`config.mk`:
```
export PLATFORM = sky130hd
export DESIGN_NAME = cso_chip_select_option_match
export DESIGN_NICKNAME = d
export VERILOG_FILES = /design/src/include/cso_pkg.sv /design/src/cso_chip_select_option_match.sv
export SDC_FILE = /design/constraint.sdc
export NUM_CORES = 1
export LEC_CHECK = 0
export BUFFER_PORTS_ARGS = -buffer_cell sky130_fd_sc_hd__buf_2
export CAP_MARGIN = 20
export CORE_ASPECT_RATIO = 1.75
export CORE_MARGIN = 2
export CORE_UTILIZATION = 47
export DETAILED_ROUTE_END_ITERATION = 16
export PLACE_DENSITY = 0.8
export RECOVER_POWER = 100
export SLEW_MARGIN = 40
export SYNTH_ARGS = -nofsm -noshare
export SYNTH_HDL_FRONTEND = slang
export SYNTH_SLANG_ARGS = --single-unit
```
`constraint.sdc`:
```
create_clock -name I_CLK_SYS -period 2 [get_ports I_CLK_SYS]
set_clock_uncertainty 0.2 [all_clocks]
set_input_delay 0.5 -clock I_CLK_SYS [delete_from_list [all_inputs] [get_ports I_CLK_SYS]]
set_output_delay 0.5 -clock I_CLK_SYS [all_outputs]
set_load 0.1 [all_outputs]
```
`src/include/cso_pkg.sv`:
```
package cso_pkg;

	// Avalon byte offsets of the two registers.
	localparam logic [3:0]  OFS_OPTIONS      = 4'h0;
	localparam logic [3:0]  OFS_STATUS       = 4'h4;

	// Field positions inside the 16-bit option register.
	localparam int          POS_MODE         = 15;
	localparam int          POS_BYTE_LO      = 13;
	localparam int          POS_DIR_LO       = 11;
	localparam int          POS_STROBE_SELECT         = 10;
	localparam int          POS_ACK_LO       = 6;
	localparam int          POS_SPACE_LO     = 4;
	localparam int          POS_IPL_LO       = 1;
	localparam int          POS_AUTOVECTOR_ENABLE         = 0;

	// Reset value leaves the channel disabled.
	localparam logic [15:0] OPTIONS_RESET    = 16'h0000;

	// Acknowledge field code that hands termination to the selected device.
	localparam logic [3:0]  ACK_EXTERNAL     = 4'hf;

	// Encodings of the byte-lane field.
	localparam logic [1:0]  BYTE_OFF         = 2'h0;
	localparam logic [1:0]  BYTE_LOWER       = 2'h1;
	localparam logic [1:0]  BYTE_UPPER       = 2'h2;

	// Encodings of the direction field.
	localparam logic [1:0]  DIR_READ         = 2'h1;
	localparam logic [1:0]  DIR_WRITE        = 2'h2;
	localparam logic [1:0]  DIR_BOTH         = 2'h3;

	// Encodings of the address-space field.
	localparam logic [1:0]  SPACE_CPU        = 2'h0;
	localparam logic [1:0]  SPACE_USER       = 2'h1;
	localparam logic [1:0]  SPACE_SUPER      = 2'h2;

	// Function code that marks a CPU space access, and the any-level code.
	localparam logic [2:0]  FC_CPU_SPACE     = 3'h7;
	localparam logic [2:0]  IPL_ANY          = 3'h0;

	// Transfer size code of a single byte.
	localparam logic [1:0]  SIZE_BYTE        = 2'h1;

	// Acknowledge patterns, active low: bit 1 for a 16-bit port, bit 0 for 8-bit.
	localparam logic [1:0]  ACK_NONE         = 2'h3;
	localparam logic [1:0]  ACK_PORT16       = 2'h1;
	localparam logic [1:0]  ACK_PORT8        = 2'h2;

	// Channel sequencer states.
	typedef enum logic [1:0]
	{
		ST_IDLE,
		ST_SYNC_WAIT,
		ST_ACTIVE
	} cso_state_t;

endpackage : cso_pkg

```
`src/cso_chip_select_option_match.sv`:
```
`timescale 1ns/10ps
module cso_chip_select_option_match
(
	input  wire logic        I_CLK_SYS,
	input  wire logic        I_SRST,
	input  wire logic        I_CLK_EN,
	input  wire logic [3:0]  I_AVS_ADDRESS,
	input  wire logic        I_AVS_READ,
	input  wire logic        I_AVS_WRITE,
	input  wire logic [31:0] I_AVS_WRITEDATA,
	input  wire logic [3:0]  I_AVS_BYTEENABLE,
	output logic      [31:0] O_AVS_READDATA,
	output logic             O_AVS_WAITREQUEST,
	input  wire logic        I_ADDRESS_STROBE_N,
	input  wire logic        I_DATA_STROBE_N,
	input  wire logic        I_READ_CYCLE,
	input  wire logic [1:0]  I_TRANSFER_SIZE,
	input  wire logic        I_LOWEST_ADDRESS_BIT,
	input  wire logic [2:0]  I_FUNCTION_CODE,
	input  wire logic        I_BASE_ADDRESS_MATCH,
	input  wire logic        I_PORT_16BIT,
	input  wire logic        I_IACK_CYCLE,
	input  wire logic [2:0]  I_IACK_LEVEL,
	input  wire logic        I_IACK_FROM_PIN,
	input  wire logic        I_SLOW_PERIPHERAL_CLOCK,
	output logic             O_CHIP_SELECT_N,
	output logic [1:0]       O_DATA_SIZE_ACKNOWLEDGE_N,
	output logic             O_AUTOVECTOR_N
);

	// Byte-lane decision for one access.
	function automatic logic byte_ok(input logic [1:0] sel, input logic port16,
		input logic [1:0] size, input logic a0);
		logic lower;
		logic upper;
		lower = a0 | (size != cso_pkg::SIZE_BYTE);
		upper = ~a0;
		if (sel == cso_pkg::BYTE_OFF)
			byte_ok = 1'b0;
		else if (!port16)
			byte_ok = 1'b1;
		else if (sel == cso_pkg::BYTE_LOWER)
			byte_ok = lower;
		else if (sel == cso_pkg::BYTE_UPPER)
			byte_ok = upper;
		else
			byte_ok = 1'b1;
	endfunction : byte_ok

	// Direction decision; the reserved code never selects.
	function automatic logic dir_ok(input logic [1:0] sel, input logic rd);
		case (sel)
			cso_pkg::DIR_READ:  dir_ok = rd;
			cso_pkg::DIR_WRITE: dir_ok = ~rd;
			cso_pkg::DIR_BOTH:  dir_ok = 1'b1;
			default:            dir_ok = 1'b0;
		endcase
	endfunction : dir_ok

	// Address-space decision from the function code.
	function automatic logic space_ok(input logic [1:0] sel, input logic [2:0] fc);
		logic cpu;
		logic sup;
		logic usr;
		cpu = (fc == cso_pkg::FC_CPU_SPACE);
		sup = fc[2] & ~cpu;
		usr = ~fc[2];
		case (sel)
			cso_pkg::SPACE_CPU:   space_ok = cpu;
			cso_pkg::SPACE_USER:  space_ok = usr;
			cso_pkg::SPACE_SUPER: space_ok = sup;
			default:              space_ok = sup | usr;
		endcase
	endfunction : space_ok

	logic [15:0]         options_reg;
	logic                ack_reg;
	logic [31:0]         readdata_reg;
	cso_pkg::cso_state_t state_reg;
	cso_pkg::cso_state_t state_next;
	logic [3:0]          wait_reg;
	logic                slow_clk_prev_reg;
	logic                cs_n_reg;
	logic [1:0]          data_size_acknowledge_n_reg;
	logic                autovector_enable_n_reg;
	logic                match_reg;

	logic                opt_mode;
	logic [1:0]          opt_byte;
	logic [1:0]          opt_dir;
	logic                opt_strobe_select;
	logic [3:0]          opt_ack;
	logic [1:0]          opt_space;
	logic [2:0]          opt_ipl;
	logic                opt_autovector_enable;
	logic                level_ok;
	logic                cycle_match;
	logic                strobe_seen;
	logic                slow_clk_rise;
	logic                bus_req;
	logic                sel_options;
	logic                sel_status;
	logic                ack_internal;

	// Field extraction from the option register.
	assign opt_mode  = options_reg[cso_pkg::POS_MODE];
	assign opt_byte  = options_reg[cso_pkg::POS_BYTE_LO +: 2];
	assign opt_dir   = options_reg[cso_pkg::POS_DIR_LO +: 2];
	assign opt_strobe_select  = options_reg[cso_pkg::POS_STROBE_SELECT];
	assign opt_ack   = options_reg[cso_pkg::POS_ACK_LO +: 4];
	assign opt_space = options_reg[cso_pkg::POS_SPACE_LO +: 2];
	assign opt_ipl   = options_reg[cso_pkg::POS_IPL_LO +: 3];
	assign opt_autovector_enable  = options_reg[cso_pkg::POS_AUTOVECTOR_ENABLE];

	// Level check only narrows acknowledge cycles; other cycles pass it.
	assign level_ok = ~I_IACK_CYCLE | (opt_ipl == cso_pkg::IPL_ANY) |
		(opt_ipl == I_IACK_LEVEL);

	// All conditions must hold together while the address strobe is low.
	assign cycle_match = ~I_ADDRESS_STROBE_N & I_BASE_ADDRESS_MATCH
		& byte_ok(opt_byte, I_PORT_16BIT, I_TRANSFER_SIZE, I_LOWEST_ADDRESS_BIT)
		& dir_ok(opt_dir, I_READ_CYCLE)
		& space_ok(opt_space, I_FUNCTION_CODE)
		& level_ok;

	// Strobe select picks the qualifying strobe in asynchronous mode only.
	assign strobe_seen = opt_strobe_select ? ~I_DATA_STROBE_N : ~I_ADDRESS_STROBE_N;

	// Inputs are synchronous to the system clock, so one stage suffices for the edge.
	assign slow_clk_rise = I_SLOW_PERIPHERAL_CLOCK & ~slow_clk_prev_reg;

	// External acknowledge leaves termination to the selected device.
	assign ack_internal = ~opt_mode & (opt_ack != cso_pkg::ACK_EXTERNAL);

	// Bus decode; an unmapped offset reads zero and ignores writes.
	assign bus_req     = I_AVS_READ | I_AVS_WRITE;
	assign sel_options = (I_AVS_ADDRESS == cso_pkg::OFS_OPTIONS);
	assign sel_status  = (I_AVS_ADDRESS == cso_pkg::OFS_STATUS);

	// One wait cycle per access keeps read data registered.
	assign O_AVS_WAITREQUEST = bus_req & ~ack_reg;
	assign O_AVS_READDATA    = readdata_reg;

	// Strobe outputs come straight from their flip-flops.
	assign O_CHIP_SELECT_N           = cs_n_reg;
	assign O_DATA_SIZE_ACKNOWLEDGE_N = data_size_acknowledge_n_reg;
	assign O_AUTOVECTOR_N            = autovector_enable_n_reg;

	// Access acknowledge toggles high for exactly the completing cycle.
	always_ff @(posedge I_CLK_SYS)
	begin
		if (I_SRST)
			ack_reg <= 1'b0;
		else if (I_CLK_EN)
			ack_reg <= bus_req & ~ack_reg;
	end

	// Option register write with byte lanes; takes effect at the completing edge.
	always_ff @(posedge I_CLK_SYS)
	begin
		if (I_SRST)
			options_reg <= cso_pkg::OPTIONS_RESET;
		else if (I_CLK_EN && I_AVS_WRITE && ack_reg && sel_options)
		begin
			if (I_AVS_BYTEENABLE[0])
				options_reg[7:0] <= I_AVS_WRITEDATA[7:0];
			if (I_AVS_BYTEENABLE[1])
				options_reg[15:8] <= I_AVS_WRITEDATA[15:8];
		end
	end

	// Read data is captured in the wait cycle so it stands at the completing edge.
	always_ff @(posedge I_CLK_SYS)
	begin
		if (I_SRST)
			readdata_reg <= 32'h0000_0000;
		else if (I_CLK_EN)
		begin
			if (I_AVS_READ && !ack_reg && sel_options)
				readdata_reg <= {16'h0000, options_reg};
			else if (I_AVS_READ && !ack_reg && sel_status)
				readdata_reg <= {24'h00_0000, wait_reg, match_reg, ~autovector_enable_n_reg,
					(data_size_acknowledge_n_reg != cso_pkg::ACK_NONE), ~cs_n_reg};
			else if (I_AVS_READ && !ack_reg)
				readdata_reg <= 32'h0000_0000;
		end
	end

	// Previous slow clock level for edge detection.
	always_ff @(posedge I_CLK_SYS)
	begin
		if (I_SRST)
			slow_clk_prev_reg <= 1'b0;
		else if (I_CLK_EN)
			slow_clk_prev_reg <= I_SLOW_PERIPHERAL_CLOCK;
	end

	// Registered match indication, reloaded from cycle_match every enabled clock, visible in the status register.
	always_ff @(posedge I_CLK_SYS)
	begin
		if (I_SRST)
			match_reg <= 1'b0;
		else if (I_CLK_EN)
			match_reg <= cycle_match;
	end

	// Sequencer next state; the cycle ends whenever the address strobe rises.
	always_comb
	begin
		state_next = state_reg;
		case (state_reg)
			cso_pkg::ST_IDLE:
			begin
				if (cycle_match && opt_mode)
					state_next = cso_pkg::ST_SYNC_WAIT;
				else if (cycle_match && strobe_seen)
					state_next = cso_pkg::ST_ACTIVE;
			end
			cso_pkg::ST_SYNC_WAIT:
			begin
				if (I_ADDRESS_STROBE_N)
					state_next = cso_pkg::ST_IDLE;
				else if (slow_clk_rise)
					state_next = cso_pkg::ST_ACTIVE;
			end
			cso_pkg::ST_ACTIVE:
			begin
				if (I_ADDRESS_STROBE_N)
					state_next = cso_pkg::ST_IDLE;
			end
			default:
				state_next = cso_pkg::ST_IDLE;
		endcase
	end

	// Sequencer state register.
	always_ff @(posedge I_CLK_SYS)
	begin
		if (I_SRST)
			state_reg <= cso_pkg::ST_IDLE;
		else if (I_CLK_EN)
			state_reg <= state_next;
	end

	// Chip select follows the sequencer so it asserts one edge after the trigger.
	always_ff @(posedge I_CLK_SYS)
	begin
		if (I_SRST)
			cs_n_reg <= 1'b1;
		else if (I_CLK_EN)
			cs_n_reg <= (state_next != cso_pkg::ST_ACTIVE);
	end

	// Wait-state counter loads on entry and counts down while selected.
	always_ff @(posedge I_CLK_SYS)
	begin
		if (I_SRST)
			wait_reg <= 4'h0;
		else if (I_CLK_EN)
		begin
			if (state_reg != cso_pkg::ST_ACTIVE)
				wait_reg <= opt_ack;
			else if (wait_reg != 4'h0)
				wait_reg <= wait_reg - 4'h1;
		end
	end

	// Internal acknowledge after the wait states; port width picks the line.
	always_ff @(posedge I_CLK_SYS)
	begin
		if (I_SRST)
			data_size_acknowledge_n_reg <= cso_pkg::ACK_NONE;
		else if (I_CLK_EN)
		begin
			if (state_reg == cso_pkg::ST_ACTIVE && state_next == cso_pkg::ST_ACTIVE &&
				ack_internal && wait_reg == 4'h0 && !opt_autovector_enable_hit(opt_autovector_enable))
				data_size_acknowledge_n_reg <= I_PORT_16BIT ? cso_pkg::ACK_PORT16 : cso_pkg::ACK_PORT8;
			else
				data_size_acknowledge_n_reg <= cso_pkg::ACK_NONE;
		end
	end

	// Autovector replaces the acknowledge on pin-caused interrupt acknowledges.
	function automatic logic opt_autovector_enable_hit(input logic en);
		opt_autovector_enable_hit = en & I_IACK_CYCLE & I_IACK_FROM_PIN;
	endfunction : opt_autovector_enable_hit

	// Autovector is held for the selected part of a matching acknowledge cycle.
	always_ff @(posedge I_CLK_SYS)
	begin
		if (I_SRST)
			autovector_enable_n_reg <= 1'b1;
		else if (I_CLK_EN)
			autovector_enable_n_reg <= ~((state_next == cso_pkg::ST_ACTIVE) && opt_autovector_enable_hit(opt_autovector_enable));
	end

endmodule : cso_chip_select_option_match

```
==> Implementation_results.wiki <==
{| class="wikitable"
! Metric !! Value
|-
| EDFF count, synth || 0
|-
| Start point of the worst min-delay path || I_AVS_WRITEDATA[13]
|-
| Drt first pass iters || 6
|-
| Fin nets || 404
|-
| Met2 routed wirelength || 3030 µm
|-
| Data arrival at the endpoint of the critical path || 1.87 ns
|-
| Final weighted congestion of routability-driven global placement || 0.800
|-
| Leading cell type in the layout, fill and taps excluded || dfxtp_1
|-
| Grt ovf || 0
|-
| Kind of end point of the critical path || flop
|-
| Slowest stage delay, CP || 0.53 ns
|-
| Async SR Flop Fraction || 0%
|-
| Number of buffers on the longest clock path || 2
|-
| Per-cell via count in the routed design || 5.38
|-
| Top layer reached by signal wires || met4
|-
| Total power draw || 0.00208 W
|-
| Crit. Startpoint || state_reg[1]
|-
| Fin. max-slew vios || 0
|-
| Max Cap Violations || 0
|-
| Finished layout cell area || 2670 µm²
|-
| Pre-CTS setup slack || -0.115 ns
|-
| Number of global-route vias before repair || 2005
|-
| Critical Path Source Type || flop
|-
| Area delta synth->final || 22.9%
|-
| Number of design-rule violations left by the first detailed-router iteration || 42
|-
| Cells along the critical path || nand2b_1 > or4b_4 > a311oi_1 > a31oi_1
|-
| Endpoints failing setup || 0
|-
| Worst EP required || 1.97 ns
|-
| Mean post-synth cell area || roughly 8.2 µm²
|-
| Total half-perimeter wirelength after legalization and detailed placement || 4350 µm
|-
| Layout fillers || 422
|-
| Post-synthesis register bit count || 45
|-
| First-pass GRT wire length || 8860 µm
|-
| Class of the tightest hold or removal check || primary input to flop
|-
| Clock insertion delay at the later pin of the skew report || 0.30 ns
|-
| Routed wire per std cell || 14.0 µm
|-
| # diodes || 0
|-
| Final non-filler cell total || around 390
|-
| Cell type with the highest aggregate area in the netlist || dfxtp_1
|-
| Number of top-level pins || 99
|-
| Clock tree from TritonCTS || yes
|-
| Proportion of layout cells with a drive suffix above 1 || 27.6%
|-
| Yosys Warn Count || 0
|-
| Leakage || 1.12 nW
|-
| Cell area reported after detailed placement || 2590 µm²
|-
| Status || finished, final reports clean
|-
| Leading post-synthesis cells by cell area || dfxtp_1 (42%), a21oi_1 (6.7%), nand3_1 (6.2%), nand2_1 (6.1%), buf_4 (5.5%)
|-
| Top library cells by usage in the layout, fill and taps aside || dfxtp_1 (44), buf_2 (42), nand2_1 (35), a21oi_1 (29), nand3_1 (27)
|-
| Post-Syn Instances || 266
|-
| Share of Yosys cell area claimed by the top area cell type || 41.5%
|-
| Sink Count || 45
|-
| CP Class || flop to flop
|-
| Library cells used by synthesis || 43
|-
| Deepest level of the CTS H-tree || 2
|-
| Count of unresolved DRC violations after routing || 0
|-
| Beginning of the worst register-to-register path || state_reg[1]
|-
| Minimum clock period || ~1.9 ns
|-
| Clock-pin slew reported for the worst setup and hold paths after clock tree synthesis || 0.08 ns
|-
| Worst slew margin relative to its limit || 37.9%
|-
| All-layer global routing usage || 21.9%
|-
| Total CTS buffers || 5
|-
| Initial core utilization || about half
|-
| Pin count of the biggest net entering global routing || 23
|-
| Category of cells accounting for the largest share of critical-path delay || simple AND/OR/NAND/NOR gates
|-
| Critical path fanouts, max || 6
|-
| Actual slew at the worst max-slew pin || 0.931 ns
|-
| Area used by multi-input combinational logic || around 1100 µm²
|-
| Hold_buf cts || 0
|-
| Post-Synthesis Cell Area || ~2200 µm²
|-
| Maximum operating frequency || between 500 and 600 MHz
|-
| Crit-path slowest cell || or4b_4
|-
| Power per unit of standard cell area || 779 nW/µm²
|-
| IO buf count || 64
|-
| Routed wire length || 5500 µm
|-
| Vias || about 2100
|-
| Sequential-to-total area share from yosys stat || between 40% and 50%
|-
| Horizontal die dimension || 55.3 µm
|-
| Die span in y || 93.9 µm
|-
| M1 WL || 2000 µm
|-
| Count of antenna-violating nets left after detailed routing || 0
|-
| Final worst path period share || 94.9%
|-
| Leading register cell type out of synthesis || dfxtp_1
|-
| CORE AREA || 4400 µm²
|-
| Met3 layer wire length in the routed design || between 300 and 400 µm
|-
| Final hold violation count || 0
|-
| Post-route worst setup slack || 0.102 ns
|-
| Final core utilization || around 61%
|-
| Sequential cell area || 902 µm²
|-
| CTS root buf || clkbuf_8
|-
| RSZ-0062 raised after global routing || no
|-
| Antenna violations before repair || 0
|-
| Count of standard-cell rows || 32
|-
| Placed cells || 384
|-
| Largest voltage drop on the vdd net || between 0.5 and 0.6 mV
|-
| Die outline area || 5190 µm²
|-
| Count of buffer and inverter cells on the critical path || 0
|}
-- timing repair --
item	in CTS	in global routing
endpoints found under the setup margin	0	1
gates resized for setup	0	1
buffers inserted	0	0
-- per-layer routing --
metal	global-route usage, %	vias to the layer above
met5	0	-
met4	11.0	0
met3	3.99	13
met2	42.3	77
met1	21.6	960
li1	-	1060
-- final cells by class --
class | instances | area share (%)
Multi-Input combinational cell | 198 | 41.5
Clock buffer | 6 | 3.10
Sequential cell | 45 | 33.8
Timing Repair Buffer | 84 | 16.9
Tap cell | 51 | 2.39
Clock inverter | 2 | 1.41
Inverter | 6 | 0.845
-- path summary, 6_finish.rpt --
check / end / slack [ns] / cells past startpoint
setup reg to reg: O_DATA_SIZE_ACKNOWLEDGE_N[1] / 0.10 / 4
hold reg to reg: O_AVS_READDATA[10] / 0.26 / 2
setup / recovery: O_DATA_SIZE_ACKNOWLEDGE_N[1] / 0.10 / 4
hold / removal: options_reg[13] / 0.24 / 3
-- Yosys cell counts (3+ instances only) --
cell      instances
buf_4            16
mux2i_1           6
buf_2             6
nand3_1          27
xnor2_1           3
clkbuf_1          8
a221oi_1          8
nor2_1           21
a21oi_1          29
o21ai_0           3
nand3b_1          3
nor3_1           12
dfxtp_1          45
a31oi_1           5
inv_1             6
nand2_1          35
-- worst register-to-register path, stage by stage (launching register included) --
cell,delay (ns)
dfxtp_1,0.44
nand2b_1,0.12
or4b_4,0.53
a311oi_1,0.34
a31oi_1,0.14
-- cell families after synthesis --
kind of cell,after synthesis,synth area share [%]
flops,45,41.5
fa+ha+maj,2,1.15
other cells,1,0.173
simple gates,115,26.5
xor+xnor,4,1.62
compound gates,55,16.2
mux,6,2.77
buf+inv,38,10.0
-- stage by stage --
stage	TNS [ns]	hold WS, ns
5_1_grt	0	0.256
6_report	0	0.242
2_1_floorplan	0	0.240
3_3_place_gp	-2.38	0.239
4_1_cts	0	0.239
3_5_place_dp	-1.41	0.246
-- power breakdown --
group	switching, W	internal, W
Clock	0.000308	0.000406
Combinational	0.000336	0.0000978
Sequential	0.0000154	0.000914
No activity file was read; power rests on OpenSTA's default activity.
